===== config.mk =====
export PLATFORM = sky130hd
export DESIGN_NAME = upsc_top
export DESIGN_NICKNAME = d
export VERILOG_FILES = /design/src/hdl/upsc_pkg.sv /design/src/hdl/upsc_line_map.sv /design/src/hdl/upsc_top.sv
export SDC_FILE = /design/constraint.sdc
export NUM_CORES = 1
export LEC_CHECK = 0
export BUFFER_PORTS_ARGS = -buffer_cell sky130_fd_sc_hd__buf_2
export CAP_MARGIN = 15
export CORE_AREA = 2 2 141 143
export CTS_CLUSTER_SIZE = 16
export DETAILED_ROUTE_END_ITERATION = 10
export DIE_AREA = 0 0 143 145
export GPL_TIMING_DRIVEN = 0
export PLACE_DENSITY = 0.67
export SETUP_SLACK_MARGIN = 0.15
export SKIP_LAST_GASP = 1
export SLEW_MARGIN = 20
export SYNTH_ARGS = -nofsm -noshare
export SYNTH_HDL_FRONTEND = slang
export SYNTH_SLANG_ARGS = --single-unit

===== constraint.sdc =====
create_clock -name clk_i -period 6.6 [get_ports clk_i]
set_input_delay 0.33 -clock clk_i [delete_from_list [all_inputs] [get_ports clk_i]]
set_output_delay 0.33 -clock clk_i [all_outputs]
set_load 0.02 [all_outputs]

===== src/hdl/upsc_pkg.sv =====
// Functional notes
// - keep-alive on inactive port feeds control 5V
// - keep-alive is plain supply, no negotiation
// - overtemperature switches off that keep-alive output
// - factory unique serial number readable by host
// - network base address reads 6 by default
// - save copies offset, slot, router, boost
// - settings apply only after save then reset
// - hard reset button restores factory defaults
// - port command sets all three enables
// - data command sets both data enables
// - hi-speed command changes only usb2 enable
// - superspeed command changes only usb3 enable
// - power command changes only vbus enable
// - per-channel vbus voltage and current readback
// - flip setting readable, writable, 1 swaps
// - boost affects only hi-speed drive strength
// - hard reset restores boost to zero
// - control port carries control traffic only
// - 32-bit line map, reserved bits zero
// - channel n usb2 bit 2n, vbus 2n+1
// - usb3 enables at bits 16,18,20,22
// - at most one mux channel routed
// - mux select index 0 to 3 only
package upsc_pkg;
  localparam int NCH = 4;
  localparam int CMD_W = 4;
  // command codes on the control-port command strobe
  localparam logic [3:0] CMD_NOP = 4'h0;
  localparam logic [3:0] CMD_ALL_LINES = 4'h1;
  localparam logic [3:0] CMD_BOTH_DATA = 4'h2;
  localparam logic [3:0] CMD_USB2 = 4'h3;
  localparam logic [3:0] CMD_USB3 = 4'h4;
  localparam logic [3:0] CMD_VBUS = 4'h5;
  localparam logic [3:0] CMD_MAP_WRITE = 4'h6;
  localparam logic [3:0] CMD_FLIP_SET = 4'h7;
  localparam logic [3:0] CMD_BOOST_SET = 4'h8;
  localparam logic [3:0] CMD_MUX_SELECT = 4'h9;
  localparam logic [3:0] CMD_KAC_SET = 4'ha;
  localparam logic [3:0] CMD_SYS_SET = 4'hb;
  localparam logic [3:0] CMD_SAVE = 4'hc;
  // read selectors
  localparam logic [3:0] RD_MAP = 4'h0;
  localparam logic [3:0] RD_FLIP = 4'h1;
  localparam logic [3:0] RD_BOOST = 4'h2;
  localparam logic [3:0] RD_MUX = 4'h3;
  localparam logic [3:0] RD_UNIT_ID = 4'h4;
  localparam logic [3:0] RD_NET_ADDR = 4'h5;
  localparam logic [3:0] RD_VOLT = 4'h6;
  localparam logic [3:0] RD_CURR = 4'h7;
  localparam logic [3:0] RD_KAC = 4'h8;
  localparam logic [3:0] RD_SAVED = 4'h9;
  localparam logic [3:0] RD_ACTIVE = 4'ha;
  // line map field positions
  localparam int MAP_USB2_BIT0 = 0;
  localparam int MAP_VBUS_BIT0 = 1;
  localparam int MAP_USB3_BIT0 = 16;
  localparam int MAP_STRIDE = 2;
  localparam logic [31:0] MAP_VALID = 32'h0055_00ff;
  localparam logic [31:0] MAP_RESET = 32'h0055_00ff;
  // saved system settings word: [7:0] offset, [11:8] slot,
  // [19:12] router, [20] boost
  localparam int SYS_OFS_LSB = 0;
  localparam int SYS_SLOT_LSB = 8;
  localparam int SYS_RTR_LSB = 12;
  localparam int SYS_BOOST_BIT = 20;
  localparam int SYS_W = 21;
  localparam logic [20:0] SYS_FACTORY = 21'h00_0000;
  localparam logic [7:0] NET_ADDR_DEFAULT = 8'h06;
  localparam logic [3:0] MUX_RESET = 4'h0;
  typedef enum logic [1:0] {UPSC_IDLE, UPSC_WIPE, UPSC_RUN} upsc_state_t;
endpackage


===== src/hdl/upsc_line_map.sv =====
`timescale 1ns/1ps
`default_nettype none
// packs and unpacks per-channel enables into the hub line map word
module upsc_line_map #(
  parameter int NCH = upsc_pkg::NCH
) (
  input wire logic [NCH-1:0] usb2_i,
  input wire logic [NCH-1:0] usb3_i,
  input wire logic [NCH-1:0] vbus_i,
  input wire logic [31:0] word_i,
  output logic [31:0] word_o,
  output logic [NCH-1:0] usb2_o,
  output logic [NCH-1:0] usb3_o,
  output logic [NCH-1:0] vbus_o
);
  always_comb begin
    word_o = 32'h0000_0000;
    for (int n = 0; n < NCH; n++) begin
      word_o[upsc_pkg::MAP_USB2_BIT0 + upsc_pkg::MAP_STRIDE*n] =
        usb2_i[n];
      word_o[upsc_pkg::MAP_VBUS_BIT0 + upsc_pkg::MAP_STRIDE*n] =
        vbus_i[n];
      word_o[upsc_pkg::MAP_USB3_BIT0 + upsc_pkg::MAP_STRIDE*n] =
        usb3_i[n];
    end
  end

  always_comb begin
    for (int n = 0; n < NCH; n++) begin
      usb2_o[n] = word_i[upsc_pkg::MAP_USB2_BIT0 + upsc_pkg::MAP_STRIDE*n];
      vbus_o[n] = word_i[upsc_pkg::MAP_VBUS_BIT0 + upsc_pkg::MAP_STRIDE*n];
      usb3_o[n] = word_i[upsc_pkg::MAP_USB3_BIT0 + upsc_pkg::MAP_STRIDE*n];
    end
  end
endmodule
`default_nettype wire


===== src/hdl/upsc_top.sv =====
`timescale 1ns/1ps
`default_nettype none
// control logic of the four-channel switch, driven by decoded commands
// from the full-speed control port
module upsc_top #(
  parameter int NCH = upsc_pkg::NCH,
  parameter logic [31:0] UNIT_ID = 32'h1234_5678, // arbitrary value
  parameter logic [20:0] NV_INIT = upsc_pkg::SYS_FACTORY
) (
  input wire logic clk_i,
  input wire logic rst_b_i,
  input wire logic cmd_valid_i,
  input wire logic [3:0] cmd_code_i,
  input wire logic [1:0] cmd_chan_i,
  input wire logic [31:0] cmd_data_i,
  input wire logic rd_valid_i,
  input wire logic [3:0] rd_sel_i,
  input wire logic [1:0] rd_chan_i,
  input wire logic [NCH*32-1:0] meas_volt_uv_i,
  input wire logic [NCH*32-1:0] meas_curr_ua_i,
  input wire logic [NCH:0] overtemp_i,
  input wire logic hard_reset_btn_i,
  output logic rd_ack_o,
  output logic [31:0] rd_data_o,
  output logic [NCH-1:0] usb2_en_o,
  output logic [NCH-1:0] usb3_en_o,
  output logic [NCH-1:0] vbus_en_o,
  output logic [NCH-1:0] mux_route_o,
  output logic orientation_swap_o,
  output logic hs_boost_o,
  output logic [NCH:0] keep_alive_charge_o
);
  // pin inputs pass two flip-flops
  logic [NCH:0] ot_s1_ff, ot_s2_ff;
  logic btn_s1_ff, btn_s2_ff;
  always_ff @(posedge clk_i or negedge rst_b_i) begin
    if (!rst_b_i) begin
      ot_s1_ff <= '0;
      ot_s2_ff <= '0;
      btn_s1_ff <= 1'b0;
      btn_s2_ff <= 1'b0;
    end else begin
      ot_s1_ff <= overtemp_i;
      ot_s2_ff <= ot_s1_ff;
      btn_s1_ff <= hard_reset_btn_i;
      btn_s2_ff <= btn_s1_ff;
    end
  end

  // startup sequencer: loads saved settings after reset
  upsc_pkg::upsc_state_t state_ff, nxt_state;
  always_comb begin
    case (state_ff)
      upsc_pkg::UPSC_IDLE: nxt_state = upsc_pkg::UPSC_RUN;
      upsc_pkg::UPSC_WIPE: nxt_state = upsc_pkg::UPSC_RUN;
      upsc_pkg::UPSC_RUN: nxt_state = upsc_pkg::UPSC_RUN;
      default: nxt_state = upsc_pkg::UPSC_IDLE;
    endcase
    if (btn_s2_ff)
      nxt_state = upsc_pkg::UPSC_WIPE;
  end
  always_ff @(posedge clk_i or negedge rst_b_i) begin
    if (!rst_b_i)
      state_ff <= upsc_pkg::UPSC_IDLE;
    else
      state_ff <= nxt_state;
  end

  logic cmd_go;
  assign cmd_go = cmd_valid_i && state_ff == upsc_pkg::UPSC_RUN;

  // enable state, one copy shared by commands and the map
  logic [NCH-1:0] usb2_ff, usb3_ff, vbus_ff;
  logic [NCH-1:0] nxt_usb2, nxt_usb3, nxt_vbus;
  logic [NCH-1:0] m_usb2, m_usb3, m_vbus;
  logic [31:0] map_word;
  logic on_bit;
  logic [NCH-1:0] ch_hot;

  upsc_line_map #(.NCH(NCH)) u_map (
    .usb2_i(usb2_ff),
    .usb3_i(usb3_ff),
    .vbus_i(vbus_ff),
    .word_i(cmd_data_i),
    .word_o(map_word),
    .usb2_o(m_usb2),
    .usb3_o(m_usb3),
    .vbus_o(m_vbus)
  );

  always_comb begin
    on_bit = cmd_data_i[0];
    ch_hot = '0;
    ch_hot[cmd_chan_i] = 1'b1;
    nxt_usb2 = usb2_ff;
    nxt_usb3 = usb3_ff;
    nxt_vbus = vbus_ff;
    if (cmd_go) begin
      case (cmd_code_i)
        upsc_pkg::CMD_ALL_LINES: begin
          nxt_usb2 = on_bit ? usb2_ff | ch_hot : usb2_ff & ~ch_hot;
          nxt_usb3 = on_bit ? usb3_ff | ch_hot : usb3_ff & ~ch_hot;
          nxt_vbus = on_bit ? vbus_ff | ch_hot : vbus_ff & ~ch_hot;
        end
        upsc_pkg::CMD_BOTH_DATA: begin
          nxt_usb2 = on_bit ? usb2_ff | ch_hot : usb2_ff & ~ch_hot;
          nxt_usb3 = on_bit ? usb3_ff | ch_hot : usb3_ff & ~ch_hot;
        end
        upsc_pkg::CMD_USB2:
          nxt_usb2 = on_bit ? usb2_ff | ch_hot : usb2_ff & ~ch_hot;
        upsc_pkg::CMD_USB3:
          nxt_usb3 = on_bit ? usb3_ff | ch_hot : usb3_ff & ~ch_hot;
        upsc_pkg::CMD_VBUS:
          nxt_vbus = on_bit ? vbus_ff | ch_hot : vbus_ff & ~ch_hot;
        upsc_pkg::CMD_MAP_WRITE: begin
          nxt_usb2 = m_usb2;
          nxt_usb3 = m_usb3;
          nxt_vbus = m_vbus;
        end
        default: ;
      endcase
    end
  end
  always_ff @(posedge clk_i or negedge rst_b_i) begin
    if (!rst_b_i) begin
      usb2_ff <= '1;
      usb3_ff <= '1;
      vbus_ff <= '1;
    end else begin
      usb2_ff <= nxt_usb2;
      usb3_ff <= nxt_usb3;
      vbus_ff <= nxt_vbus;
    end
  end

  // live settings, saved settings, mux and keep-alive
  logic flip_ff, nxt_flip;
  logic boost_live_ff, nxt_boost_live;
  logic boost_act_ff, nxt_boost_act;
  logic [20:0] sys_live_ff, nxt_sys_live;
  // nonvolatile copy survives the system reset; preset only at power-up
  logic [20:0] nv_ff = NV_INIT;
  logic [20:0] nxt_nv;
  logic [1:0] mux_ff, nxt_mux;
  logic [NCH:0] kac_ff, nxt_kac;
  always_comb begin
    nxt_flip = flip_ff;
    nxt_boost_live = boost_live_ff;
    nxt_boost_act = boost_act_ff;
    nxt_sys_live = sys_live_ff;
    nxt_nv = nv_ff;
    nxt_mux = mux_ff;
    nxt_kac = kac_ff;
    case (state_ff)
      upsc_pkg::UPSC_IDLE: begin
        // saved settings take effect only at startup
        nxt_boost_act = nv_ff[upsc_pkg::SYS_BOOST_BIT];
        nxt_boost_live = nv_ff[upsc_pkg::SYS_BOOST_BIT];
        nxt_sys_live = nv_ff;
      end
      upsc_pkg::UPSC_WIPE: begin
        nxt_nv = upsc_pkg::SYS_FACTORY;
        nxt_boost_act = 1'b0;
        nxt_boost_live = 1'b0;
        nxt_sys_live = upsc_pkg::SYS_FACTORY;
      end
      default: begin
        if (cmd_go) begin
          case (cmd_code_i)
            upsc_pkg::CMD_FLIP_SET: nxt_flip = cmd_data_i[0];
            upsc_pkg::CMD_BOOST_SET:
              nxt_boost_live = cmd_data_i[0];
            upsc_pkg::CMD_MUX_SELECT:
              nxt_mux = cmd_data_i[1:0];
            upsc_pkg::CMD_KAC_SET: nxt_kac = cmd_data_i[NCH:0];
            upsc_pkg::CMD_SYS_SET:
              nxt_sys_live[19:0] = cmd_data_i[19:0];
            upsc_pkg::CMD_SAVE: begin
              nxt_nv = sys_live_ff;
              nxt_nv[upsc_pkg::SYS_BOOST_BIT] = boost_live_ff;
            end
            default: ;
          endcase
        end
      end
    endcase
  end
  always_ff @(posedge clk_i or negedge rst_b_i) begin
    if (!rst_b_i) begin
      flip_ff <= 1'b0;
      boost_live_ff <= 1'b0;
      boost_act_ff <= 1'b0;
      sys_live_ff <= upsc_pkg::SYS_FACTORY;
      mux_ff <= upsc_pkg::MUX_RESET[1:0];
      kac_ff <= '0;
    end else begin
      flip_ff <= nxt_flip;
      boost_live_ff <= nxt_boost_live;
      boost_act_ff <= nxt_boost_act;
      sys_live_ff <= nxt_sys_live;
      mux_ff <= nxt_mux;
      kac_ff <= nxt_kac;
    end
  end
  always_ff @(posedge clk_i)
    nv_ff <= nxt_nv;

  // physical controls; kac index NCH is the common port
  logic [NCH-1:0] route_ff, nxt_route;
  logic [NCH:0] kac_out_ff, nxt_kac_out;
  always_comb begin
    nxt_route = '0;
    nxt_route[mux_ff] = 1'b1;
    for (int n = 0; n < NCH; n++)
      // supply path only, enabled on inactive ports
      nxt_kac_out[n] = kac_ff[n] && !nxt_route[n] && !ot_s2_ff[n];
    // common port is inactive only while its vbus path is cut
    nxt_kac_out[NCH] = kac_ff[NCH] && !vbus_ff[mux_ff] &&
                       !ot_s2_ff[NCH];
  end
  always_ff @(posedge clk_i or negedge rst_b_i) begin
    if (!rst_b_i) begin
      route_ff <= '0;
      kac_out_ff <= '0;
    end else begin
      route_ff <= nxt_route;
      kac_out_ff <= nxt_kac_out;
    end
  end

  // readback over the control port, one cycle after the request
  logic rd_ack_ff, nxt_rd_ack;
  logic [31:0] rd_data_ff, nxt_rd_data;
  always_comb begin
    nxt_rd_ack = rd_valid_i;
    nxt_rd_data = rd_data_ff;
    if (rd_valid_i) begin
      case (rd_sel_i)
        upsc_pkg::RD_MAP: nxt_rd_data = map_word;
        upsc_pkg::RD_FLIP: nxt_rd_data = {31'h0, flip_ff};
        upsc_pkg::RD_BOOST: nxt_rd_data = {31'h0, boost_live_ff};
        upsc_pkg::RD_MUX: nxt_rd_data = {30'h0, mux_ff};
        upsc_pkg::RD_UNIT_ID: nxt_rd_data = UNIT_ID;
        upsc_pkg::RD_NET_ADDR:
          nxt_rd_data = {24'h0, upsc_pkg::NET_ADDR_DEFAULT};
        upsc_pkg::RD_VOLT:
          nxt_rd_data = meas_volt_uv_i[rd_chan_i*32 +: 32];
        upsc_pkg::RD_CURR:
          nxt_rd_data = meas_curr_ua_i[rd_chan_i*32 +: 32];
        upsc_pkg::RD_KAC:
          nxt_rd_data = {{(31-NCH){1'b0}}, kac_out_ff};
        upsc_pkg::RD_SAVED: nxt_rd_data = {11'h0, nv_ff};
        upsc_pkg::RD_ACTIVE: nxt_rd_data = {31'h0, boost_act_ff};
        default: nxt_rd_data = 32'h0000_0000;
      endcase
    end
  end
  always_ff @(posedge clk_i or negedge rst_b_i) begin
    if (!rst_b_i) begin
      rd_ack_ff <= 1'b0;
      rd_data_ff <= 32'h0000_0000;
    end else begin
      rd_ack_ff <= nxt_rd_ack;
      rd_data_ff <= nxt_rd_data;
    end
  end

  assign rd_ack_o = rd_ack_ff;
  assign rd_data_o = rd_data_ff;
  assign usb2_en_o = usb2_ff;
  assign usb3_en_o = usb3_ff;
  assign vbus_en_o = vbus_ff;
  assign mux_route_o = route_ff;
  assign orientation_swap_o = flip_ff;
  assign hs_boost_o = boost_act_ff;
  assign keep_alive_charge_o = kac_out_ff;
endmodule
`default_nettype wire

# == Word-level counts from Yosys, hierarchy flattened ==
# Cells that the tools add are included.
# totals
mem_count,0
reg_bits,119
latch_bits,0
out_inout_bits,56
inputBits,310
word_cells,131
romBits,0
ram_bits,0
# classes
add_sub_neg,0
eq_ne,24
n_shift,2
bitwise_logic,9
reduce_logical,48
n_mux,25
mul,0
div_mod_pow,0
n_lt_le_gt_ge,4
# op_table
operator,n
$pmux 32 s11,1
$shiftx 128x8->32,2
$mux 21,2
$pmux 21 s2,1
$mux 20,2
$pmux 20 s2,1
$eq 4x3->1 const B,8
$eq 4x4->1 const B,8
$pmux 4 s2,3
$eq 4x2->1 const B,4
$logic_and 1x1->1,13
$and 4x4->4,3
$mux 4,3
$or 4x4->4,3
$reduce_and 3->1,4
$reduce_bool 2->1,6
$logic_not 1->1,10
$reduce_and 2->1,5
$reduce_bool 3->1,3
$reduce_or 3->1,3
$eq 4x1->1 const B,2
$lt 2x3->1 const B,2
$mux 1,5
$demux 1 s2,2
11 further kinds,16

# == Logic depth before layout (Yosys ltp) ==
# Gate-level depths: netlist (run 1).
# logic_depth
depth_word,8
ltp_mapped,9
ltp_nobuf,5

# == By module ==
# Synthesis (run 1) repeated with hierarchy kept, for this count alone.
# hier_totals
cells_unflattened,744
hier_area_um2,7514.7
# modules_own_cells
mod,cells_per_inst,n_inst,area_per_inst_um2,seq_area_each_um2
upsc_top,699,1,7180.6,3098.0
upsc_line_map,45,1,334.1,0.0

# == Worst setup path before layout (run 1) ==
# No wires, ideal clock.
# synth_timing
path_kind,register -> register
start,reg state_ff[0]
end,reg nv_ff[0] (enable)
required_ns,6.172
setup_time_ns,0.428
setup_slack_ns,3.884
n_path_buf,1
period_less_slack_ns,2.716
path_stages_with_launch,4
arrival_time_ns,2.288
path_cell_list,dfrtp_1 > buf_2 > nand4b_1 > o21ai_0
# synth_between
elab_chain_len,4
elab_cells_between_ends,8
classes_between,eq/ne (2); bitwise (1); reduce/logical (5)
# synth_lines
element,line,source
start: declaration,upsc_top.sv:51,"upsc_pkg::upsc_state_t state_ff, nxt_state;"
start signal: assignment,upsc_top.sv:64,state_ff <= upsc_pkg::UPSC_IDLE;
start signal: assignment,upsc_top.sv:66,state_ff <= nxt_state;
$eq 2x2->1,upsc_top.sv:70,assign cmd_go = cmd_valid_i && state_ff == upsc_pkg::UPSC_RUN;
$logic_and 1x1->1,upsc_top.sv:70,
$reduce_bool 2->1 (no source line),n/a,
$reduce_and 3->1 (no source line) *,n/a,
end signal: assignment,upsc_top.sv:206,nv_ff <= nxt_nv;
end: declaration,upsc_top.sv:142,logic [20:0] nv_ff = NV_INIT;
# Every way passes the cells marked *; elsewhere a longest branch is shown, timed or not.
# A chain may end at the register's enable or synchronous reset.

# == Worst setup path in the final report (run 1) ==
# layout_timing
start,reg state_ff[0]
end,reg kac_ff[2]
# layout_between
elab_chain_len,4
elab_cells_between_ends,7
classes_between,eq/ne (2); bitwise (1); reduce/logical (4)
# layout_lines
element,line,source
$eq 2x1->1 / $logic_not 2->1 (equally long branches),upsc_top.sv:154,case (state_ff)
$reduce_or 2->1 (no source line),n/a,
$not 1->1 (no source line),n/a,
$reduce_and 3->1 (no source line) *,n/a,
end signal: assignment,upsc_top.sv:202,kac_ff <= nxt_kac;
end: declaration,upsc_top.sv:145,"logic [NCH:0] kac_ff, nxt_kac;"
# Marked as above.

==> impl_metrics.csv, run 1 <==
group,metric,value,unit
timing,worst_slack,4.375,ns
yosys,ys_seq_elements,119,
placed_design,dp.cells,1360,
grt,track_usage,0.2904,
yosys,syn_inst,743,
yosys,avgSynthCellArea,9.461,sq um
timing,rsz0062_at_grt,"no",
finish,syn2layout_area_growth,39.32,%
placed_design,finalWeightedCongestion,0.9482,
cts,cts.clk_slew.worst_paths,0.06,ns
cts,clk_latency,0.43,ns
flow_run,drv_cap,0,
drt,drc,0,
yosys,synth_top_area_cell,"dfrtp_1",
drt,viasPerCell,5.432,
placed_design,pre_cts_ws,4.068,ns
timing,tns,0,ns
timing,fmax,449.4,MHz
drt,wl_met1,12.38,mm
worst_setup_path,endpoint_kind,"flop",
cts,clkSinkCount,119,
placed_design,dp_hpwl,24.64,mm
power_and_ir_drop,vdd_drop_max,0.1861,mV
yosys,yosysWarnings,0,
grt,antenna_found_initial,4,
finish,nNetsFinal,1428,
cts,post_cts_buffers,0,
floorplan,start_util,0.3660,
power_and_ir_drop,p_per_area,230.9,nW/um^2
worst_setup_path,worstPathRequired,6.91,ns
worst_setup_path,crit_fanout,10,
placed_design,io_buffers,351,
timing,post-route-min-period,2.225,ns
floorplan,fp-row-count,51,
timing,finalMaxSlewViolations,0,
cts,cts_tree,"yes",
yosys,synth_ff_type,"dfrtp_1",
yosys,synth_edf_count,21,
finish,fill_cells,1866,
yosys,syn_nets,1053,
drt,drtPass1Iterations,5,
finish,fin_cells,1401,
timing,finClkSkew,0.007126,ns
drt,ant_nets,0,
yosys,ys_seq_area_frac,0.4407,
floorplan,die_h,145,microns
status,status,"completed",
worst_setup_path,critPathArrivalTime,2.54,ns
finish,seqCellArea,3098,sq um
grt,grt_pass1_wl,44.38,mm
worst_setup_path,critPathLaunchType,"flop",
floorplan,dieArea,20740,sq um
timing,relSlewSlack,0.4288,
timing,hold_viol,0,
cts,root_buffer,"clkbuf_16",
yosys,ys_types,54,
grt,grt_pass1_vias,7419,
timing,worstMarginPinSlew,0.8569,ns
timing,setup_viol,0,
yosys,synth_commonest_cells,"135 x nand2_1, 102 x a21oi_1, 86 x dfrtp_1, 53 x nor2_1, 32 x clkbuf_1",
cts,cts_buffer_depth,2,
yosys,synthArstFlopShare,0.8235,
grt,grt_max_degree,64,
drt,top_layer,"met4",
yosys,synth_area_leaders,"dfrtp_1 31%, edfxtp_1 9.0%, mux4_2 8.3%, a21oi_1 7.3%, nand2_1 7.2%",
yosys,syn-cell-area,7029,sq um
finish,layout-drive-gt1-share,0.4014,
cts,cts_buffers,17,
drt,wl_met2,15.08,mm
cts,htreeDepth,4,
floorplan,die_w,143,microns
drt,drt_wl_total,30.74,mm
worst_hold_path,min_path_type,"primary input to flop",
worst_setup_path,critPathKind,"flop to flop",
grt,grt.overflow.total,0,
timing,final.period_utilization,0.3372,
floorplan,core-area,19210,sq um
drt,first_iter_violations,665,
yosys,synth_top_area_share,0.3062,
yosys,synth_most_common_cell,"nand2_1",
power_and_ir_drop,p_leak,4.915,nW
floorplan,io_pins,366,
drt,num_vias,7610,
finish,fin_area,9793,sq um
drt,wl_per_cell,21.94,microns
finish,multi_input_area,3654,sq um
drt,route.met3.wl,2.498,mm
placed_design,place_area,9163,sq um
-- logic make-up (layout without fill, tap and decap cells) --
family                 Yosys count  after routing  share of synthesized area
DFF                            119            119                     0.4407
other                            0              5                          0
buffers and inverters           65            453                    0.04112
and+or+nand+nor                289            289                     0.1949
AOI/OAI and AO/OA              207            207                     0.1858
muxes                           63             63                     0.1374
-- layout by cell type, fill, tap and decap left out, types with 9 or more instances in the layout --
master / n
edfxtp_1: 21
mux2i_1: 29
o22a_1: 9
mux4_2: 26
a22oi_1: 10
a211o_1: 14
dfrtp_1: 86
clkbuf_16: 18
nand3_1: 15
a221o_1: 13
nor3b_1: 20
buf_2: 367
a21oi_1: 102
o22ai_1: 13
nor2_1: 53
dfstp_2: 12
nand2_1: 135
and2_1: 23
clkbuf_1: 33
o21ai_0: 17
-- where the power goes --
part	leakage [nW]	internal, W	total, W	switching, W
logic	3.20	0.000195	0.000436	0.000241
registers	1.43	0.000837	0.000895	0.0000579
clock network	0.285	0.000555	0.000930	0.000375
total	4.91	0.00159	0.00226	0.000675
-- layer usage --
metal  vias up  GRT usage
li1       3485          -
met1      3652     0.3832
met2       417     0.4818
met3        56    0.04785
met4         0     0.1000
met5         -          0
-- worst max-delay path, stage by stage, from the launching register on --
cell,delay [ns]
dfrtp_1,0.36
buf_2,0.19
nand4b_1,0.32
or2_2,0.38
nor3b_2,0.47
mux2_2,0.40
-- what timing repair did --
action	4_1_cts	5_1_grt
resized for setup	0	0
hold endpoints to repair	31	0
hold buffers	4	0
-- through the flow --
step                      power, W    util  hold slack [ns]
after CTS                 0.002264  0.5092        0.0007332
after global routing      0.002344  0.5096         0.002893
after detailed placement  0.001339  0.4770           0.2537
after floorplan           0.001108       -          0.03441
final                     0.002261  0.5099          0.01109
after global placement    0.001328  0.4747           0.3335
-- final cells by class --
type | instances | area share
multi-input cells | 559 | 0.3731
flip-flops and latches | 119 | 0.3163
repair buffers | 356 | 0.1869
clock buffers | 20 | 0.04778
well taps | 265 | 0.03386
plain buffers | 57 | 0.02645
clock inverters | 12 | 0.01124
inverters | 8 | 0.003066
diodes | 5 | 0.001278
-- path summary, 6_finish.rpt --
kind | from | to | slack (ns) | depth (start not counted)
max | state_ff[0] | kac_ff[2] | 4.37 | 5
min | hard_reset_btn_i | btn_s1_ff | 0.01 | 1
max reg2reg | state_ff[0] | kac_ff[2] | 4.37 | 5
min reg2reg | btn_s1_ff | btn_s2_ff | 0.35 | 0
max in group asynchronous | rst_b_i | asynchronous set/reset pin | 5.56 | 3
min in group asynchronous | rst_b_i | rd_data_o[9] | 0.36 | 2
(Power assumes the default switching activity.)
==> run 2, diff against run 1 <==
Settings changed: PLACE_DENSITY 0.67 to 0.7.
Clock period 6.6 ns to 1.84 ns, I/O delays scaled along.
==> impl_metrics.csv, run 2 (synthesis results as in run 1) <==
group,metric,value,unit
status,status,"completed",
timing,setup_viol,0,
finish,syn2layout_area_growth,45.07,%
cts,clk_latency,0.42,ns
worst_setup_path,cp-startpoint,"state_ff[0]",
finish,multi_input_area,3754,sq um
worst_setup_path,critPathKind,"flop to flop",
worst_setup_path,worst_path_max_delay_cell,"dfrtp_1",
drt,drt_wl_total,31.11,mm
cts,cts_tree,"yes",
cts,root_buffer,"clkbuf_16",
floorplan,start_util,0.3660,
timing,whs,0.002077,ns
timing,worst_slack,0.1012,ns
worst_setup_path,reg2reg_slack,0.10,ns
drt,first_iter_violations,813,
timing,post-route-min-period,1.739,ns
floorplan,dieArea,20740,sq um
drt,ant_nets,0,
cts,cts.clk_slew.worst_paths,0.06,ns
grt,grt_max_degree,77,
worst_setup_path,crit_fanout,5,
finish,final_util,0.5309,
worst_setup_path,max_stage_delay,0.38,ns
worst_setup_path,rr_endpoint,"kac_ff[4]",
grt,grt.overflow.total,0,
timing,fmax,575.1,MHz
worst_setup_path,worst-path-buf-inv,2,
worst_setup_path,critPathArrivalTime,2.04,ns
drt,viasPerCell,5.480,
drt,wl_per_cell,21.81,microns
finish,seqCellArea,3098,sq um
cts,cts_buffers,17,
flow_run,drv_cap,0,
finish,layout-drive-gt1-share,0.4247,
drt,drc,0,
grt,antenna_found_initial,4,
power_and_ir_drop,switching_share,0.2899,
timing,hold_viol,0,
timing,final.period_utilization,0.9450,
placed_design,finalWeightedCongestion,0.9435,
worst_setup_path,cp_num_cells,6,
power_and_ir_drop,p_per_area,799.5,nW/um^2
grt,grt_pass1_vias,7503,
power_and_ir_drop,pwr-share-clk,0.402,
finish,fin_cells,1426,
worst_setup_path,critPathLaunchType,"flop",
drt,num_vias,7815,
placed_design,io_buffers,351,
finish,fill_cells,1796,
finish,final_cell_mix,"364 x buf_2, 134 x nand2_1, 96 x a21oi_1, 86 x dfrtp_1, 47 x nor2_1",
drt,drtPass1Iterations,5,
worst_hold_path,whs_path_depth,3,
timing,finalMaxSlewViolations,0,
floorplan,io_pins,366,
floorplan,die_h,145,microns
worst_setup_path,crit-reg2reg-launch,"state_ff[0]",
placed_design,pre_cts_ws,-0.4823,ns
power_and_ir_drop,p_leak,5.111,nW
finish,nNetsFinal,1453,
finish,layout_commonest_cell,"buf_2",
power_and_ir_drop,vdd_drop_max,0.6452,mV
power_and_ir_drop,p_comb_frac,0.204,
placed_design,dp.cells,1360,
worst_setup_path,crit_path_end,"kac_ff[4]",
worst_hold_path,min_path_type,"primary input to flop",
cts,htreeDepth,4,
grt,grt_pass1_wl,44.57,mm
worst_setup_path,endpoint_kind,"flop",
timing,finClkSkew,0.006743,ns
floorplan,fp-row-count,51,
timing,worstMarginPinSlew,0.7839,ns
floorplan,core-area,19210,sq um
worst_setup_path,r2r_cells,6,
power_and_ir_drop,power_switching,0.002363,W
placed_design,place_area,9174,sq um
worst_setup_path,worstPathRequired,2.14,ns
placed_design,dp_hpwl,24.29,mm
timing,rsz0062_at_grt,"yes",
worst_setup_path,crit_top_cell,"buf_6",
power_and_ir_drop,pwr-share-seq,0.394,
worst_setup_path,crit_family,"simple AND/OR/NAND/NOR gates",
grt,track_usage,0.2900,
cts,cts_buffer_depth,2,
power_and_ir_drop,p_int,0.005789,W
finish,fin_area,10200,sq um
worst_setup_path,crit_chain,"buf_6, nand4b_1, or2_4, nor3b_4, buf_6, mux2_4",
cts,clkSinkCount,119,
floorplan,die_w,143,microns
timing,relSlewSlack,0.4774,
## run 2: cell type report
class	count	share of cell area
Clock inverter	9	0.008834
Inverter	8	0.002945
Buffer	57	0.03067
Multi-Input combinational cell	560	0.3681
Sequential cell	119	0.3038
Clock buffer	23	0.04798
Antenna cell	5	0.001227
Timing Repair Buffer	380	0.2039
Tap cell	265	0.03252
## run 2: worst reg2reg max path: stages, from the launching register on
cell and delay [ns]:
dfrtp_1 0.38, buf_6 0.11, nand4b_1 0.18, or2_4 0.29, nor3b_4 0.20, buf_6 0.16, mux2_4 0.30
## run 2: metal layers
layer,vias to the layer above,wire [microns],share of wire,global-route usage
li1,3531,-,-,-
met5,-,13,0.00042,0
met4,2,773,0.025,0.09851
met3,63,2418,0.078,0.05314
met1,3781,12580,0.40,0.3824
met2,438,15320,0.49,0.4782
## run 2: worst min-delay path by stage
stage | end | slack [ns] | start
CTS | sys_live_ff[11] | 0.0003 | cmd_data_i[11]
finish | sys_live_ff[16] | 0.002 | cmd_data_i[16]
global placement | btn_s1_ff | 0.20 | hard_reset_btn_i
detailed placement | rd_data_o[12] | -0.03 | rst_b_i
floorplan | boost_live_ff | -0.20 | rst_b_i
global route | sys_live_ff[16] | 0.003 | cmd_data_i[16]
## run 2: through the flow
stage	total power, W	setup TNS (ns)
floorplan	0.003977	0
global placement	0.004757	-54.01
detailed placement	0.004796	-15.95
CTS	0.008111	0
global route	0.008437	0
finish	0.008152	0
## run 2: power by group through the flow
stage / sequential (W) / clock, W / combinational [W]
3_5_place_dp: 0.00325 / 0 / 0.00155
3_3_place_gp: 0.00324 / 0 / 0.00152
2_1_floorplan: 0.00333 / 0 / 0.000649
5_1_grt: 0.00324 / 0.00342 / 0.00179
6_report: 0.00321 / 0.00328 / 0.00166
4_1_cts: 0.00320 / 0.00330 / 0.00162
## run 2: timing repair
action / CTS / global route
pin swaps: 3 / 3
resized for setup: 23 / 34
setup buffers: 4 / 3
endpoints found under the setup margin: 62 / 49
gates cloned: 1 / 1
endpoints found under the hold margin: 105 / 0
hold buffers: 20 / 0
==> run 3, diff against run 2 <==
Settings changed: CORE_AREA 2 2 141 143 to 2 2 144 146, DIE_AREA 0 0 143 145 to 0 0 146 148, SYNTH_HIERARCHICAL from default to 1.
==> impl_metrics.csv, run 3 <==
group,metric,value,unit
placed_design,dp_hpwl,25.61,mm
placed_design,io_buffers,350,
yosys,ys_seq_elements,119,
drt,first_iter_violations,513,
cts,htreeDepth,4,
cts,cts.clk_slew.worst_paths,0.06,ns
power_and_ir_drop,p_leak,5.433,nW
floorplan,core-area,20040,sq um
timing,finClkSkew,0.007842,ns
timing,whs,0.007850,ns
power_and_ir_drop,pwr-share-seq,0.382,
timing,tns,0,ns
worst_setup_path,crit_chain,"clkbuf_8, and3b_2, nand3b_1, buf_6, nor3b_4, buf_6, mux2_4",
status,status,"completed",
worst_hold_path,min_path_type,"primary input to flop",
grt,grt_util_met3,0.06142,
grt,top_usage_layer,"met2",
floorplan,die_h,148,microns
power_and_ir_drop,vdd_drop_max,0.6960,mV
power_and_ir_drop,p_int,0.005945,W
yosys,synth_xor_area_frac,0.001166,
finish,nNetsFinal,1476,
drt,viasPerCell,5.357,
yosys,synthAdderAreaFrac,0,
finish,syn2layout_area_growth,44.66,%
placed_design,pre_cts_ws,-0.4347,ns
timing,worst_slack,0.06983,ns
timing,hold_viol,0,
cts,cts_buffers,17,
yosys,synth_simple_gate_area_frac,0.1382,
floorplan,start_util,0.3750,
cts,clkSinkCount,119,
timing,relSlewSlack,0.5054,
timing,fmax,564.9,MHz
worst_setup_path,critPathLaunchType,"flop",
drt,drt_wl_total,32.89,mm
yosys,synth_top_area_cell,"dfrtp_1",
grt,track_usage,0.2936,
placed_design,place_area,9728,sq um
grt,antenna_found_initial,21,
timing,rsz0062_at_grt,"yes",
power_and_ir_drop,pwr-share-clk,0.387,
yosys,synthArstFlopShare,0.8235,
finish,fin_cells,1470,
yosys,ys_seq_area_frac,0.4123,
worst_setup_path,critPathKind,"flop to flop",
grt,grt.overflow.total,0,
yosys,ys_types,49,
timing,final.period_utilization,0.9620,
yosys,synth_area_leaders,"dfrtp_1 29%, mux4_2 9.9%, edfxtp_1 8.4%, mux2i_1 8.1%, a21oi_1 5.7%",
cts,root_buffer,"clkbuf_16",
yosys,syn-cell-area,7515,sq um
timing,setup_viol,0,
cts,cts_tree,"yes",
yosys,synth_edf_count,21,
floorplan,fp-row-count,52,
worst_setup_path,endpoint_kind,"flop",
drt,wl_per_cell,22.37,microns
worst_setup_path,worstPathRequired,2.15,ns
placed_design,dp.cells,1384,
floorplan,io_pins,366,
flow_run,drv_cap,0,
yosys,synth_compound_area_frac,0.1648,
timing,finalMaxSlewViolations,0,
yosys,synthMuxAreaShare,0.2056,
worst_setup_path,critPathArrivalTime,2.08,ns
cts,cts_buffer_depth,2,
placed_design,finalWeightedCongestion,0.8919,
worst_setup_path,crit_fanout,4,
yosys,syn_inst,744,
power_and_ir_drop,switching_share,0.2996,
yosys,synth_ff_type,"dfrtp_1",
finish,layout_commonest_cell,"buf_2",
yosys,synth_top_area_share,0.2864,
grt,grt_pass1_vias,7769,
power_and_ir_drop,p_comb_frac,0.231,
worst_setup_path,max_stage_delay,0.36,ns
drt,drc,0,
grt,grt_pass1_wl,47.30,mm
grt,grt_max_degree,75,
yosys,yosysWarnings,6,
worst_setup_path,crit_top_cell,"buf_6",
floorplan,die_w,146,microns
yosys,avgSynthCellArea,10.10,sq um
power_and_ir_drop,power_switching,0.002543,W
timing,post-route-min-period,1.770,ns
grt,grt_use_met2,0.4880,
floorplan,dieArea,21610,sq um
yosys,synth_commonest_cells,"86 x a21oi_1, 86 x dfrtp_1, 81 x nor2_1, 61 x mux2i_1, 45 x buf_4",
drt,num_vias,7875,
yosys,synth_top_family_by_area,"multiplexers",
finish,layout-drive-gt1-share,0.4716,
timing,worstMarginPinSlew,0.7352,ns
drt,drtPass1Iterations,5,
cts,clk_latency,0.42,ns
worst_setup_path,worst_path_max_delay_cell,"dfrtp_1",
finish,final_cell_mix,"355 x buf_2, 86 x dfrtp_1, 78 x a21oi_1, 68 x nor2_1, 61 x mux2i_1",
power_and_ir_drop,p_per_area,780.8,nW/um^2
drt,ant_nets,0,
finish,fin_area,10870,sq um
grt,met1_usage,0.3624,
==> run 3: cell count changes after synthesis, sizes merged, moves of 9 or more <==
cell,delta
a21oi,-16
buf,+36
nand3,-13
a221o,-11
a22oi,+14
mux2i,+32
o21ai,+12
nand2,-94
mux2,+9
o22ai,+18
a211o,-12
nor2,+28
==> run 3: metrics by stage <==
stage / utilization / total power (W)
after floorplan: - / 0.004221
after global placement: 0.4838 / 0.005045
after detailed placement: 0.4855 / 0.005087
after CTS: 0.5305 / 0.008441
after global routing: 0.5423 / 0.008815
final: 0.5425 / 0.008488
==> run 3: repair_timing <==
item,CTS,global route
hold endpoints to repair,106,0
setup buffers,6,4
gates resized for setup,24,51
cloned,1,2
pin swaps,4,3
hold buffers,20,0
endpoints found under the setup margin,60,66
==> run 3: logic make-up (layout without fill, tap and decap cells) <==
group | after synthesis | in the layout
AND/OR/NAND/NOR | 205 | 207
AO/OA/AOI/OAI | 203 | 203
flip-flops | 119 | 119
multiplexers | 111 | 111
buffers and inverters | 104 | 518
other | 1 | 41
XOR/XNOR | 1 | 1
==> run 3: path summary, 6_finish.rpt <==
path                                 from                    endpoint  slack [ns]  cells after the start
min in group asynchronous         rst_b_i                   btn_s1_ff        0.10                      2
setup / recovery              state_ff[0]                   kac_ff[0]        0.07                      7
hold / removal             cmd_data_i[13]             sys_live_ff[13]       0.008                      3
max in group asynchronous         rst_b_i  asynchronous set/reset pin        1.03                      3
hold reg to reg               ot_s1_ff[1]                 ot_s2_ff[1]        0.35                      0
setup reg to reg              state_ff[0]                   kac_ff[0]        0.07                      7
==> run 3: layout make-up <==
type | instances | area [sq um]
diodes | 21 | 52.55
plain buffers | 100 | 628.1
clock buffers | 19 | 464.2
clock inverters | 13 | 115.1
fillers | 1864 | 9169
inverters | 4 | 15.01
multi-input cells | 542 | 4069
flip-flops and latches | 119 | 3098
well taps | 270 | 337.8
repair buffers | 382 | 2091
==> run 3: critical path: cells and delay by family (launching register included) <==
family | cells | cell delay (ns)
simple gates | 3 | 0.56
buf+inv | 3 | 0.44
flops | 1 | 0.36
mux | 1 | 0.30
==> run 3: routing by layer <==
layer	vias to the layer above	share of wire
li1	3572	-
met1	3861	0.39
met2	368	0.50
met3	74	0.065
met4	0	0.046
met5	-	0
==> run 3: power groups by stage <==
stage	sequential [W]	combinational, W	clock, W
6_report	0.00325	0.00196	0.00328
5_1_grt	0.00327	0.00210	0.00344
2_1_floorplan	0.00335	0.000867	0
4_1_cts	0.00323	0.00189	0.00332
3_3_place_gp	0.00326	0.00178	0
3_5_place_dp	0.00327	0.00182	0
